$ cat src/design/hsc_defs.svh
// Register map, field positions, reset values and bus constants
`ifndef HSC_DEFS_SVH
`define HSC_DEFS_SVH

// Bus address value is arbitrary
`define HSC_DEV_ADDR 7'h40
// Revision nibble value is arbitrary
`define HSC_REV 4'ha
`define HSC_BYTE_BITS 4'h8
`define HSC_LAST_BIT 4'h7

`define HSC_REG_BASE 8'h04
`define HSC_REG_LAST 8'h10
`define HSC_REG_CNT 13

`define HSC_OFF_MASK1 8'h04
`define HSC_OFF_MASK2 8'h05
`define HSC_OFF_RSV6 8'h06
`define HSC_OFF_VOL_L 8'h07
`define HSC_OFF_VOL_R 8'h08
`define HSC_OFF_MIC 8'h09
`define HSC_OFF_RSV10 8'h0a
`define HSC_OFF_REV 8'h0b
`define HSC_OFF_RSV12 8'h0c

`define HSC_RST_ZERO 8'h00
`define HSC_RST_VOL_L 8'hc0
`define HSC_RST_VOL_R 8'h40
`define HSC_RST_MIC 8'h03
`define HSC_RST_RSV12 8'h1c

`define HSC_WM_ALL 8'hff
`define HSC_WM_NONE 8'h00
`define HSC_WM_MASK1 8'hef
`define HSC_WM_MASK2 8'hf7

`define HSC_B_TRACK 7
`define HSC_B_MUTE 6
`define HSC_F_VOL 5:0
`define HSC_B_STAB 7
`define HSC_B_NOMUTE 7
`define HSC_B_PGAIN 6
`define HSC_F_BIAS_RESISTOR_SELECT 5:3
`define HSC_B_BIAS_RESISTOR_SELECT_TOP 5
`define HSC_B_BIAS 2
`define HSC_B_M2_RSV 3

`define HSC_VOL_LOW_BAND 2'h0
`define HSC_GAIN_MIN_DB 7'h56
`define HSC_GAIN_ZERO_CODE 7'h39

`endif

$ cat src/design/hsc_pkg.sv
// Types shared by the headset control register block
package hsc_pkg;

  typedef enum logic [3:0] {
    ST_IDLE, ST_ADDR, ST_AACK, ST_PTR, ST_PACK,
    ST_WDATA, ST_DACK, ST_RDATA, ST_RACK
  } hsc_bus_st_t;

  // Status levels, bit for bit aligned with the two mask registers
  typedef struct packed {
    logic [7:0] first;
    logic [7:0] second;
  } hsc_status_t;

  typedef struct packed {
    logic [5:0] left_gain_code;
    logic [5:0] right_gain_code;
    logic left_output_silence;
    logic right_output_silence;
    logic lineout_extended_stability;
    logic preamp_press_silence_off;
    logic preamp_mute;
    logic preamp_gain_hi;
    logic [2:0] bias_resistor_select;
    logic bias_resistor_bad;
    logic bias_voltage_hi;
  } hsc_ctrl_t;

endpackage

$ cat src/design/hsc_gain_dec.sv
// Volume code to gain in dB for one headphone channel
`timescale 1ns/1ps
`include "hsc_defs.svh"
module hsc_gain_dec import hsc_pkg::*; (
  input wire logic clk, // System clock
  input wire logic rstn, // Sync reset, low
  input wire logic [5:0] code, // Volume code
  output logic signed [6:0] db_q // Gain in dB
);
  logic signed [6:0] db_d;

  // Whole low band collapses to the floor
  always_comb begin
    if (code[5:4] == `HSC_VOL_LOW_BAND) begin
      db_d = `HSC_GAIN_MIN_DB;
    end else begin
      db_d = {1'b0, code} - `HSC_GAIN_ZERO_CODE;
    end
  end

  always_ff @(posedge clk) begin
    if (!rstn) begin
      db_q <= `HSC_GAIN_MIN_DB;
    end else begin
      db_q <= db_d;
    end
  end
endmodule

$ cat src/design/hsc_irq.sv
// Interrupt request from status levels gated by mask bits
`timescale 1ns/1ps
module hsc_irq import hsc_pkg::*; (
  input wire logic clk, // System clock
  input wire logic rstn, // Sync reset, low
  input wire hsc_status_t status, // Status levels
  input wire logic [15:0] mask, // Mask 1 then mask 2
  output logic irq_n_q // Interrupt, active low
);
  always_ff @(posedge clk) begin
    if (!rstn) begin
      irq_n_q <= 1'b1;
    end else begin
      irq_n_q <= ~|(status & mask);
    end
  end
endmodule

$ cat src/design/hsc_regs.sv
// Headset control registers behind a two-wire serial slave
`timescale 1ns/1ps
`include "hsc_defs.svh"
module hsc_regs import hsc_pkg::*; (
  input wire logic clk, // 200 MHz system clock
  input wire logic rstn, // Sync reset, low
  input wire logic scl_in, // Serial clock level
  input wire logic sda_in, // Serial data level
  output logic sda_out_q, // Serial data drive value
  output logic sda_oe_q, // Serial data pull-down enable
  input wire hsc_status_t status_in, // Status levels
  input wire logic button_pressed, // Button held
  output logic irq_n_q, // Interrupt, active low
  output hsc_ctrl_t ctrl_q, // Analog control settings
  output logic signed [6:0] left_gain_db_q, // Left gain dB
  output logic signed [6:0] right_gain_db_q // Right gain dB
);
  localparam int IX_M1 = `HSC_OFF_MASK1 - `HSC_REG_BASE;
  localparam int IX_M2 = `HSC_OFF_MASK2 - `HSC_REG_BASE;
  localparam int IX_VL = `HSC_OFF_VOL_L - `HSC_REG_BASE;
  localparam int IX_VR = `HSC_OFF_VOL_R - `HSC_REG_BASE;
  localparam int IX_MIC = `HSC_OFF_MIC - `HSC_REG_BASE;
  localparam int IX_R10 = `HSC_OFF_RSV10 - `HSC_REG_BASE;
  localparam int IX_REV = `HSC_OFF_REV - `HSC_REG_BASE;
  localparam int IX_R12 = `HSC_OFF_RSV12 - `HSC_REG_BASE;

  hsc_bus_st_t st_q;
  logic scl_q;
  logic sda_q;
  logic [3:0] cnt_q;
  logic [7:0] sh_q;
  logic [7:0] tx_q;
  logic [7:0] ptr_q;
  logic rw_q;
  logic nack_q;
  logic wr_q;
  logic [7:0] wr_addr_q;
  logic [7:0] wr_data_q;
  logic [7:0] regs_q [`HSC_REG_CNT];
  logic [7:0] rd_mux;
  logic [3:0] rd_idx;
  logic scl_rise;
  logic scl_fall;
  logic bus_start;
  logic bus_stop;
  logic in_byte;

  function automatic logic [7:0] rst_val(input logic [7:0] off);
    unique case (off)
      `HSC_OFF_VOL_L: rst_val = `HSC_RST_VOL_L;
      `HSC_OFF_VOL_R: rst_val = `HSC_RST_VOL_R;
      `HSC_OFF_MIC: rst_val = `HSC_RST_MIC;
      `HSC_OFF_REV: rst_val = {`HSC_REV, 4'h0};
      `HSC_OFF_RSV12: rst_val = `HSC_RST_RSV12;
      default: rst_val = `HSC_RST_ZERO;
    endcase
  endfunction

  function automatic logic [7:0] wmask(input logic [7:0] off);
    unique case (off)
      `HSC_OFF_MASK1: wmask = `HSC_WM_MASK1;
      `HSC_OFF_MASK2: wmask = `HSC_WM_MASK2;
      `HSC_OFF_RSV10: wmask = `HSC_WM_NONE;
      `HSC_OFF_REV: wmask = `HSC_WM_NONE;
      default: wmask = `HSC_WM_ALL;
    endcase
  endfunction

  // Inputs are synchronous, so one stored sample suffices for edges
  always_ff @(posedge clk) begin
    if (!rstn) begin
      scl_q <= 1'b1;
      sda_q <= 1'b1;
    end else begin
      scl_q <= scl_in;
      sda_q <= sda_in;
    end
  end

  assign scl_rise = scl_in & ~scl_q;
  assign scl_fall = ~scl_in & scl_q;
  assign bus_start = scl_in & scl_q & sda_q & ~sda_in;
  assign bus_stop = scl_in & scl_q & ~sda_q & sda_in;
  assign in_byte = (st_q == ST_ADDR) || (st_q == ST_PTR) || (st_q == ST_WDATA);

  // Unmapped offsets read as zero
  assign rd_idx = 4'(ptr_q - `HSC_REG_BASE);
  always_comb begin
    if (ptr_q >= `HSC_REG_BASE && ptr_q <= `HSC_REG_LAST) begin
      rd_mux = regs_q[rd_idx];
    end else begin
      rd_mux = `HSC_RST_ZERO;
    end
  end

  // Open drain: only ever pulls low, value flop stays at zero
  always_ff @(posedge clk) begin
    if (!rstn) begin
      sda_out_q <= 1'b0;
    end else begin
      sda_out_q <= 1'b0;
    end
  end

  always_ff @(posedge clk) begin
    if (!rstn) begin
      st_q <= ST_IDLE;
      cnt_q <= 4'h0;
      sh_q <= 8'h00;
      tx_q <= 8'h00;
      ptr_q <= 8'h00;
      rw_q <= 1'b0;
      nack_q <= 1'b0;
      sda_oe_q <= 1'b0;
      wr_q <= 1'b0;
      wr_addr_q <= 8'h00;
      wr_data_q <= 8'h00;
    end else begin
      wr_q <= 1'b0;
      if (bus_start) begin
        st_q <= ST_ADDR;
        cnt_q <= 4'h0;
        sda_oe_q <= 1'b0;
      end else if (bus_stop) begin
        st_q <= ST_IDLE;
        sda_oe_q <= 1'b0;
      end else if (scl_rise) begin
        if (in_byte) begin
          sh_q <= {sh_q[6:0], sda_in};
          cnt_q <= cnt_q + 4'h1;
        end
        if (st_q == ST_RACK) begin
          nack_q <= sda_in;
        end
      end else if (scl_fall) begin
        unique case (st_q)
          ST_IDLE: begin
          end
          ST_ADDR: begin
            if (cnt_q == `HSC_BYTE_BITS) begin
              if (sh_q[7:1] == `HSC_DEV_ADDR) begin
                st_q <= ST_AACK;
                sda_oe_q <= 1'b1;
                rw_q <= sh_q[0];
              end else begin
                st_q <= ST_IDLE;
              end
            end
          end
          ST_AACK: begin
            cnt_q <= 4'h0;
            if (rw_q) begin
              st_q <= ST_RDATA;
              sda_oe_q <= ~rd_mux[7];
              tx_q <= {rd_mux[6:0], 1'b0};
            end else begin
              st_q <= ST_PTR;
              sda_oe_q <= 1'b0;
            end
          end
          ST_PTR: begin
            if (cnt_q == `HSC_BYTE_BITS) begin
              st_q <= ST_PACK;
              sda_oe_q <= 1'b1;
              ptr_q <= sh_q;
            end
          end
          ST_PACK: begin
            st_q <= ST_WDATA;
            sda_oe_q <= 1'b0;
            cnt_q <= 4'h0;
          end
          ST_WDATA: begin
            if (cnt_q == `HSC_BYTE_BITS) begin
              st_q <= ST_DACK;
              sda_oe_q <= 1'b1;
              wr_q <= 1'b1;
              wr_addr_q <= ptr_q;
              wr_data_q <= sh_q;
            end
          end
          ST_DACK: begin
            st_q <= ST_WDATA;
            sda_oe_q <= 1'b0;
            cnt_q <= 4'h0;
            ptr_q <= ptr_q + 8'h01;
          end
          ST_RDATA: begin
            cnt_q <= cnt_q + 4'h1;
            if (cnt_q == `HSC_LAST_BIT) begin
              st_q <= ST_RACK;
              sda_oe_q <= 1'b0;
              ptr_q <= ptr_q + 8'h01;
            end else begin
              sda_oe_q <= ~tx_q[7];
              tx_q <= {tx_q[6:0], 1'b0};
            end
          end
          ST_RACK: begin
            if (nack_q) begin
              st_q <= ST_IDLE;
            end else begin
              st_q <= ST_RDATA;
              cnt_q <= 4'h0;
              sda_oe_q <= ~rd_mux[7];
              tx_q <= {rd_mux[6:0], 1'b0};
            end
          end
        endcase
      end
    end
  end

  // One flop byte per offset; write mask keeps read-only bits at reset
  for (genvar gi = 0; gi < `HSC_REG_CNT; gi++) begin : g_reg
    localparam logic [7:0] OFF = 8'(`HSC_REG_BASE + gi);
    localparam logic [7:0] WM = wmask(OFF);
    always_ff @(posedge clk) begin
      if (!rstn) begin
        regs_q[gi] <= rst_val(OFF);
      end else if (wr_q && wr_addr_q == OFF) begin
        regs_q[gi] <= (wr_data_q & WM) | (regs_q[gi] & ~WM);
      end
    end
  end

  always_ff @(posedge clk) begin
    if (!rstn) begin
      ctrl_q <= '0;
    end else begin
      ctrl_q.left_gain_code <= regs_q[IX_VL][`HSC_F_VOL];
      // Tracking drives right from left and ignores the right field
      ctrl_q.right_gain_code <= regs_q[IX_VL][`HSC_B_TRACK] ?
        regs_q[IX_VL][`HSC_F_VOL] : regs_q[IX_VR][`HSC_F_VOL];
      ctrl_q.left_output_silence <= regs_q[IX_VL][`HSC_B_MUTE];
      ctrl_q.right_output_silence <= regs_q[IX_VR][`HSC_B_MUTE];
      ctrl_q.lineout_extended_stability <= regs_q[IX_VR][`HSC_B_STAB];
      ctrl_q.preamp_press_silence_off <= regs_q[IX_MIC][`HSC_B_NOMUTE];
      ctrl_q.preamp_mute <= button_pressed & ~regs_q[IX_MIC][`HSC_B_NOMUTE];
      ctrl_q.preamp_gain_hi <= regs_q[IX_MIC][`HSC_B_PGAIN];
      ctrl_q.bias_resistor_select <= regs_q[IX_MIC][`HSC_F_BIAS_RESISTOR_SELECT];
      ctrl_q.bias_resistor_bad <= regs_q[IX_MIC][`HSC_B_BIAS_RESISTOR_SELECT_TOP];
      ctrl_q.bias_voltage_hi <= regs_q[IX_MIC][`HSC_B_BIAS];
    end
  end

  hsc_gain_dec u_gain_left (
    .clk(clk),
    .rstn(rstn),
    .code(ctrl_q.left_gain_code),
    .db_q(left_gain_db_q)
  );

  hsc_gain_dec u_gain_right (
    .clk(clk),
    .rstn(rstn),
    .code(ctrl_q.right_gain_code),
    .db_q(right_gain_db_q)
  );

  hsc_irq u_irq (
    .clk(clk),
    .rstn(rstn),
    .status(status_in),
    .mask({regs_q[IX_M1], regs_q[IX_M2]}),
    .irq_n_q(irq_n_q)
  );
endmodule

$ cat config.mk
export PLATFORM = sky130hd
export DESIGN_NAME = hsc_regs
export DESIGN_NICKNAME = d
export VERILOG_FILES = /design/src/design/hsc_pkg.sv /design/src/design/hsc_gain_dec.sv /design/src/design/hsc_irq.sv /design/src/design/hsc_regs.sv
export VERILOG_INCLUDE_DIRS = /design/src /design/src/design
export SDC_FILE = /design/constraint.sdc
export NUM_CORES = 1
export LEC_CHECK = 0
export ABC_AREA = 1
export BUFFER_PORTS_ARGS = -buffer_cell sky130_fd_sc_hd__buf_4
export CAP_MARGIN = 20
export CORE_UTILIZATION = 45
export CTS_CLUSTER_DIAMETER = 40
export CTS_CLUSTER_SIZE = 8
export DETAILED_ROUTE_END_ITERATION = 10
export HOLD_SLACK_MARGIN = 0.03
export PLACE_DENSITY = 0.61
export SETUP_SLACK_MARGIN = 0.5
export SLEW_MARGIN = 20
export SYNTH_ARGS = -nofsm -noshare
export SYNTH_HDL_FRONTEND = slang
export SYNTH_SLANG_ARGS = --single-unit
$ cat constraint.sdc
create_clock -name clk -period 4.5 [get_ports clk]
set_input_delay 0.225 -clock clk [delete_from_list [all_inputs] [get_ports clk]]
set_output_delay 0.225 -clock clk [all_outputs]
set_load 0.02 [all_outputs]
==> results of run 1 <==
-- stage by stage --
step	area [um2]	total power [W]
detailed placement	8860	0.00212
finish	9480	0.00355
global route	9480	0.00369
CTS	9480	0.00357
floorplan	8280	0.00203
global placement	8860	0.00212
-- sequential cells by signal (all words and copies together) (netlist names), 4 cells and up --
name,cells
cnt_q,4
ptr_q,8
u_gain_left.db_q,7
ctrl_q,22
wr_addr_q,8
tx_q,7
u_gain_right.db_q,7
regs_q,86
wr_data_q,8
sh_q,8
st_q,4
-- how the worst max path moves through the flow --
stage | from | slack, ns | end
2_1_floorplan | ptr_q[2]$_SDFFE_PN0P_ | 2.51 | tx_q[7]$_SDFFE_PN0P_
3_3_place_gp | ptr_q[1]$_SDFFE_PN0P_ | 2.06 | tx_q[2]$_SDFFE_PN0P_
3_5_place_dp | ptr_q[1]$_SDFFE_PN0P_ | 2.03 | tx_q[2]$_SDFFE_PN0P_
4_1_cts | ptr_q[1]$_SDFFE_PN0P_ | 2.04 | tx_q[2]$_SDFFE_PN0P_
5_1_grt | ptr_q[1]$_SDFFE_PN0P_ | 1.75 | tx_q[2]$_SDFFE_PN0P_
6_report | ptr_q[1]$_SDFFE_PN0P_ | 1.96 | tx_q[2]$_SDFFE_PN0P_
-- power groups by stage --
stage / registers, W / logic, W / clock network, W
2_1_floorplan: 0.00182 / 0.000209 / 0
3_3_place_gp: 0.00181 / 0.000310 / 0
3_5_place_dp: 0.00181 / 0.000314 / 0
4_1_cts: 0.00177 / 0.000317 / 0.00148
5_1_grt: 0.00178 / 0.000355 / 0.00155
6_report: 0.00177 / 0.000316 / 0.00146
-- routing by layer --
metal,wire [um],vias up
met3,1280,22
met1,9480,3110
met4,345,0
met2,9550,192
li1,-,3346
met5,0,-
-- layout make-up --
cell class / instances / area (um2)
tap: 229 / 287
multi-input combinational: 676 / 3300
clock buffer: 17 / 425
clock inverter: 15 / 161
timing repair buffer: 65 / 495
fill: 1745 / 8550
inverter: 112 / 423
sequential: 176 / 4380
-- cells in the mapped netlist (all sizes together) --
library cell / n / share of area
a21oi: 68 / 0.043
dfxtp: 90 / 0.22
clkinv: 2 / 0.00091
a311oi: 1 / 0.0011
o22a: 1 / 0.0011
nand3: 61 / 0.040
a21boi: 1 / 0.00091
o21bai: 3 / 0.0027
a31oi: 3 / 0.0023
o211ai: 4 / 0.0036
o21a: 1 / 0.00091
o21ai: 66 / 0.040
a22o: 1 / 0.0011
or2: 7 / 0.0056
edfxtp: 86 / 0.31
a221oi: 2 / 0.0021
ha: 13 / 0.020
nor2: 189 / 0.096
o22ai: 4 / 0.0030
conb: 1 / 0.00045
nand2: 224 / 0.11
xnor2: 2 / 0.0021
clkbuf: 23 / 0.012
nor3: 5 / 0.0044
nor4: 2 / 0.0033
nand4: 14 / 0.011
xor2: 2 / 0.0021
inv: 110 / 0.050
mux2i: 1 / 0.0012
buf: 14 / 0.0095
-- kinds of logic (layout without fill, tap and decap cells) --
kind of cell / Yosys count / in the layout / synth area share
flops: 176 / 176 / 0.529
fa+ha+maj: 13 / 13 / 0.0196
xor+xnor: 4 / 4 / 0.00423
compound gates: 155 / 155 / 0.102
buf+inv: 149 / 209 / 0.0722
other cells: 1 / 1 / 0.000453
simple gates: 502 / 502 / 0.271
mux: 1 / 1 / 0.00121
-- worst max-delay path: cells and delay by family, from the launching register on --
kind | cells | cell delay, ns
AOI/OAI and AO/OA | 2 | 0.44
DFF | 1 | 0.65
and+or+nand+nor | 4 | 0.72
buffers and inverters | 1 | 0.68
==> metrics.yaml, run 1 <==
drive_above_1_share: 0.139
layout_commonest_cell: "nand2_1"
post-route-min-period_ns: 2.54
cap_violations: 0
avgRoutedWirePerCell_um: 16.0
syn_nets: 1035
synth_warnings: 0
p_leak_nw: 3.94
postSynthCellCount: 1001
coreArea_mm2: 0.0180
rsz0062_at_grt: "false"
power_density_mw_per_mm2: 374
grt_overflow: 0
path_cells: "clkinv_1 > nand2_1 > or2_2 > nand2_1 > o21ai_0 > nand3_1 > a21oi_1"
antenna_found_initial: 0
final_cells: 1290
crit_top_cell: "nand2_1"
ys_types: 48
crit_arrival_ns: 2.92
synth-seq-cells: 176
wl_um: 20600
grt_use_met2: 0.366
comb_power_share: 0.089
fin_util: 0.526
hold_violations: 0
ys_seq_area_frac: 0.529
drc: 0
clk_path_buf_depth: 2
firstDrtPassIters: 5
track_usage: 0.234
htreeDepth: 4
pin_count: 61
pwr-share-clk: 0.412
status: "finished clean"
netlist_area_mm2: 0.00828
top_usage_layer: "met2"
swShare: 0.269
clk_pin_slew_worst_paths_ns: 0.07
r2r_start: "ptr_q[1]$_SDFFE_PN0P_"
root_buffer: "clkbuf_16"
cts-buffers-inserted: 17
fp.dieH_um: 138
whs_endpoint: "u_irq.irq_n_q$_SDFF_PN1_"
grt_pass1_wl_um: 32800
post-route-period-util: 0.565
holdWs_ns: 0.0956
r2r_slack_ns: 1.96
hp-start: "status_in[9]"
worstSetupPathType: "register to register"
setup_tns_ns: 0
tightest_slew_ns: 1.01
clock_latency_ns: 0.44
power_switching_w: 0.000955
dp_cells: 1255
hold_depth: 4
setup_ws_ns: 1.96
met1_usage: 0.325
cpMaxStageDelayCell: "clkinv_1"
portBuffers: 57
cts_tree: "built"
grt_max_degree: 48
hold_buffers: 3
r2r_cells: 7
drt_iter0_markers: 596
routabilityCongestion: 0.872
nets: 1082
internal-power_w: 0.00259
post_cts_resized: 0
slowest_delay_ns: 0.68
n_antenna_cell: 0
r2r_end: "tx_q[2]$_SDFFE_PN0P_"
p_seq_frac: 0.499
rows: 49
hp-class: "primary input to register"
maxSlewViolCount: 0
start_kind: "register"
num_vias: 6670
dieArea_mm2: 0.0190
fin_worst_skew_ns: 0.0179
syn_area_per_cell_um2: 8.27
die_x_um: 138
initial_core_util: 0.459
dp_hpwl_um: 14200
ir_worst_vdd_mv: 0.266
critPathMaxFanout: 17
crit_required_ns: 4.87
ant_nets: 0
mostFrequentLayoutCells: "nand2_1, nor2_1, inv_1"
post_drt_via_cell_ratio: 5.17
grt_use_met3: 0.0438
post-place-ws_ns: 2.03
setup_viol: 0
max_slew_margin: 0.318
fmax_mhz: 393
post-cts-setup-buffers: 0
endpoint_kind: "register"
syn_to_final_growth_pct: 14.4
cts_sinks: 176
first_global_vias: 6246
(Power assumes the default switching activity.)
==> run 2, diff against run 1 <==
==> constraint.sdc (replaced) <==
create_clock -name clk -period 2.5 [get_ports clk]
set_input_delay 0.125 -clock clk [delete_from_list [all_inputs] [get_ports clk]]
set_output_delay 0.125 -clock clk [all_outputs]
set_load 0.02 [all_outputs]
==> metrics.yaml, run 2 (synthesis results as in run 1) <==
status: "finished clean"
mostFrequentLayoutCells: "nand2_1, nor2_1, inv_1"
nets: 1097  # +1.4%
num_vias: 6759  # +1.3%
r2r_start: "wr_addr_q[6]$_SDFFE_PN0P_"
cpMaxStageDelayCell: "nor3_1"
pin_count: 61  # unchanged
track_usage: 0.235  # +0.00161
endpoint_kind: "register"
root_buffer: "clkbuf_16"
rsz0062_at_grt: "false"
cts-buffers-inserted: 17  # unchanged
power_density_mw_per_mm2: 675  # +80%
slowest_delay_ns: 0.34  # -0.34 ns
critPathBufInv: 1  # unchanged
clock_latency_ns: 0.44  # about the same
final_cells: 1305  # +1.2%
drc: 0  # unchanged
max_slew_margin: 0.448  # +0.130
setup_viol: 0  # unchanged
grt_overflow: 0  # unchanged
drive_above_1_share: 0.151  # +0.0120
maxSlewViolCount: 0  # unchanged
tightest_slew_ns: 0.828  # -0.185 ns
r2r_cells: 6  # -1
first_global_vias: 6245  # -0.016%
dp_hpwl_um: 14500  # +1.7%
clk_pin_slew_worst_paths_ns: 0.07  # about the same
post-route-min-period_ns: 1.97  # -0.579 ns
post-place-ws_ns: 0.593  # -1.43 ns
ant_nets: 0  # unchanged
portBuffers: 57  # unchanged
routabilityCongestion: 0.862  # -1.1%
largest_reg_flops: 86  # unchanged
critical_path.startpoint: "wr_addr_q[6]$_SDFFE_PN0P_"
grt_max_degree: 35  # -27%
initial_core_util: 0.459  # unchanged
power_w: 0.00652  # +84%
fp.dieH_um: 138  # unchanged
die_x_um: 138  # unchanged
wl_um: 21000  # +1.5%
fmax_mhz: 509  # +29%
filler_cell_count: 1708  # -2.1%
layout_commonest_cell: "nand2_1"
crit_arrival_ns: 2.07  # -0.85 ns
ir_worst_vdd_mv: 0.516  # +94%
htreeDepth: 4  # unchanged
r2r_end: "regs_q[3][4]$_SDFFCE_PN0P_"
hp-class: "primary input to register"
p_leak_nw: 4.03  # +2.3%
r2r_slack_ns: 0.53  # -1.42 ns
routed.top_layer: "met4"
critPathMaxFanout: 8  # -9
clk_path_buf_depth: 2  # unchanged
crit_required_ns: 2.60  # -2.27 ns
n_antenna_cell: 0  # unchanged
regMostFlops: "regs_q"
setup_tns_ns: 0  # unchanged
path_cells: "nor2_1 > nand3_1 > nor3_1 > buf_4 > nand2_1 > nand2_1"
cts_sinks: 176  # unchanged
avgRoutedWirePerCell_um: 16.1  # +0.30%
top_regs: "regs_q x86, ctrl_q x22"
crit_top_cell: "nand2_1"
dr_wl_met2_um: 9770  # +2.4%
critPathTopFamily: "simple AND/OR/NAND/NOR gates"
antenna_found_initial: 0  # unchanged
firstDrtPassIters: 6  # +1
setup_ws_ns: 0.535  # -1.42 ns
drt_iter0_markers: 572  # -4.0%
coreArea_mm2: 0.0180  # unchanged
multiInputGateArea_mm2: 0.00332  # +0.53%
dp_cells: 1262  # +0.56%
worst-path-stages: 6  # -1
dieArea_mm2: 0.0190  # unchanged
fin_worst_skew_ns: 0.0142  # -0.00367 ns
hold_violations: 0  # unchanged
holdWs_ns: 0.0633  # -0.0323 ns
cts_tree: "built"
post_drt_via_cell_ratio: 5.18  # +0.17%
start_kind: "register"
worstSetupPathType: "register to register"
crit_end: "regs_q[3][4]$_SDFFCE_PN0P_"
rows: 49  # unchanged
wl_met1_um: 9590  # +1.2%
post-route-period-util: 0.786  # +0.221
wl_met3_um: 1200  # -6.6%
syn_to_final_growth_pct: 16.6
grt_pass1_wl_um: 32900  # +0.34%
cap_violations: 0  # unchanged
regArea_mm2: 0.00439  # about the same
run 2: worst min path at each step:
stage / from / to / cells after the start
2_1_floorplan: sda_in / sda_q$_SDFF_PN1_ / 2
3_3_place_gp: sda_in / sda_q$_SDFF_PN1_ / 3
3_5_place_dp: sda_in / sda_q$_SDFF_PN1_ / 3
4_1_cts: status_in[8] / u_irq.irq_n_q$_SDFF_PN1_ / 6
5_1_grt: rstn / u_irq.irq_n_q$_SDFF_PN1_ / 2
6_report: rstn / u_irq.irq_n_q$_SDFF_PN1_ / 2
run 2: per-stage QoR:
stage	utilization	instance area [um2]
5_1_grt	0.536	9650
3_5_place_dp	0.494	8910
6_report	0.536	9650
2_1_floorplan	-	8280
3_3_place_gp	0.494	8910
4_1_cts	0.533	9610
run 2: cell type report:
type,instances,area share
sequential,176,0.454
multi-input combinational,676,0.344
timing repair buffer,80,0.0643
clock buffer,19,0.0492
inverter,112,0.0438
tap,229,0.0297
clock inverter,13,0.0152
run 2: per-layer routing:
metal  vias to the layer above  GRT usage
met1                      3144      0.321
met4                         0     0.0812
met3                        30     0.0379
li1                       3380          -
met2                       205      0.377
met5                         -          0
run 2: repair_timing:
item / 4_1_cts / 5_1_grt
gates resized for setup: 0 / 6
hold buffers: 8 / 0
hold endpoints to repair: 6 / 0
setup endpoints to repair: 0 / 67
setup buffers: 0 / 3
run 2: worst reg2reg max path, cell delays in order (launching register included):
cell	delay [ns]
dfxtp_1	0.32
nor2_1	0.16
nand3_1	0.24
nor3_1	0.35
buf_4	0.21
nand2_1	0.05
nand2_1	0.31
run 2: report_power, final:
part / internal [W] / switching, W
clock: 0.00147 / 0.00129
combinational: 0.000205 / 0.000371
sequential: 0.00312 / 0.0000669
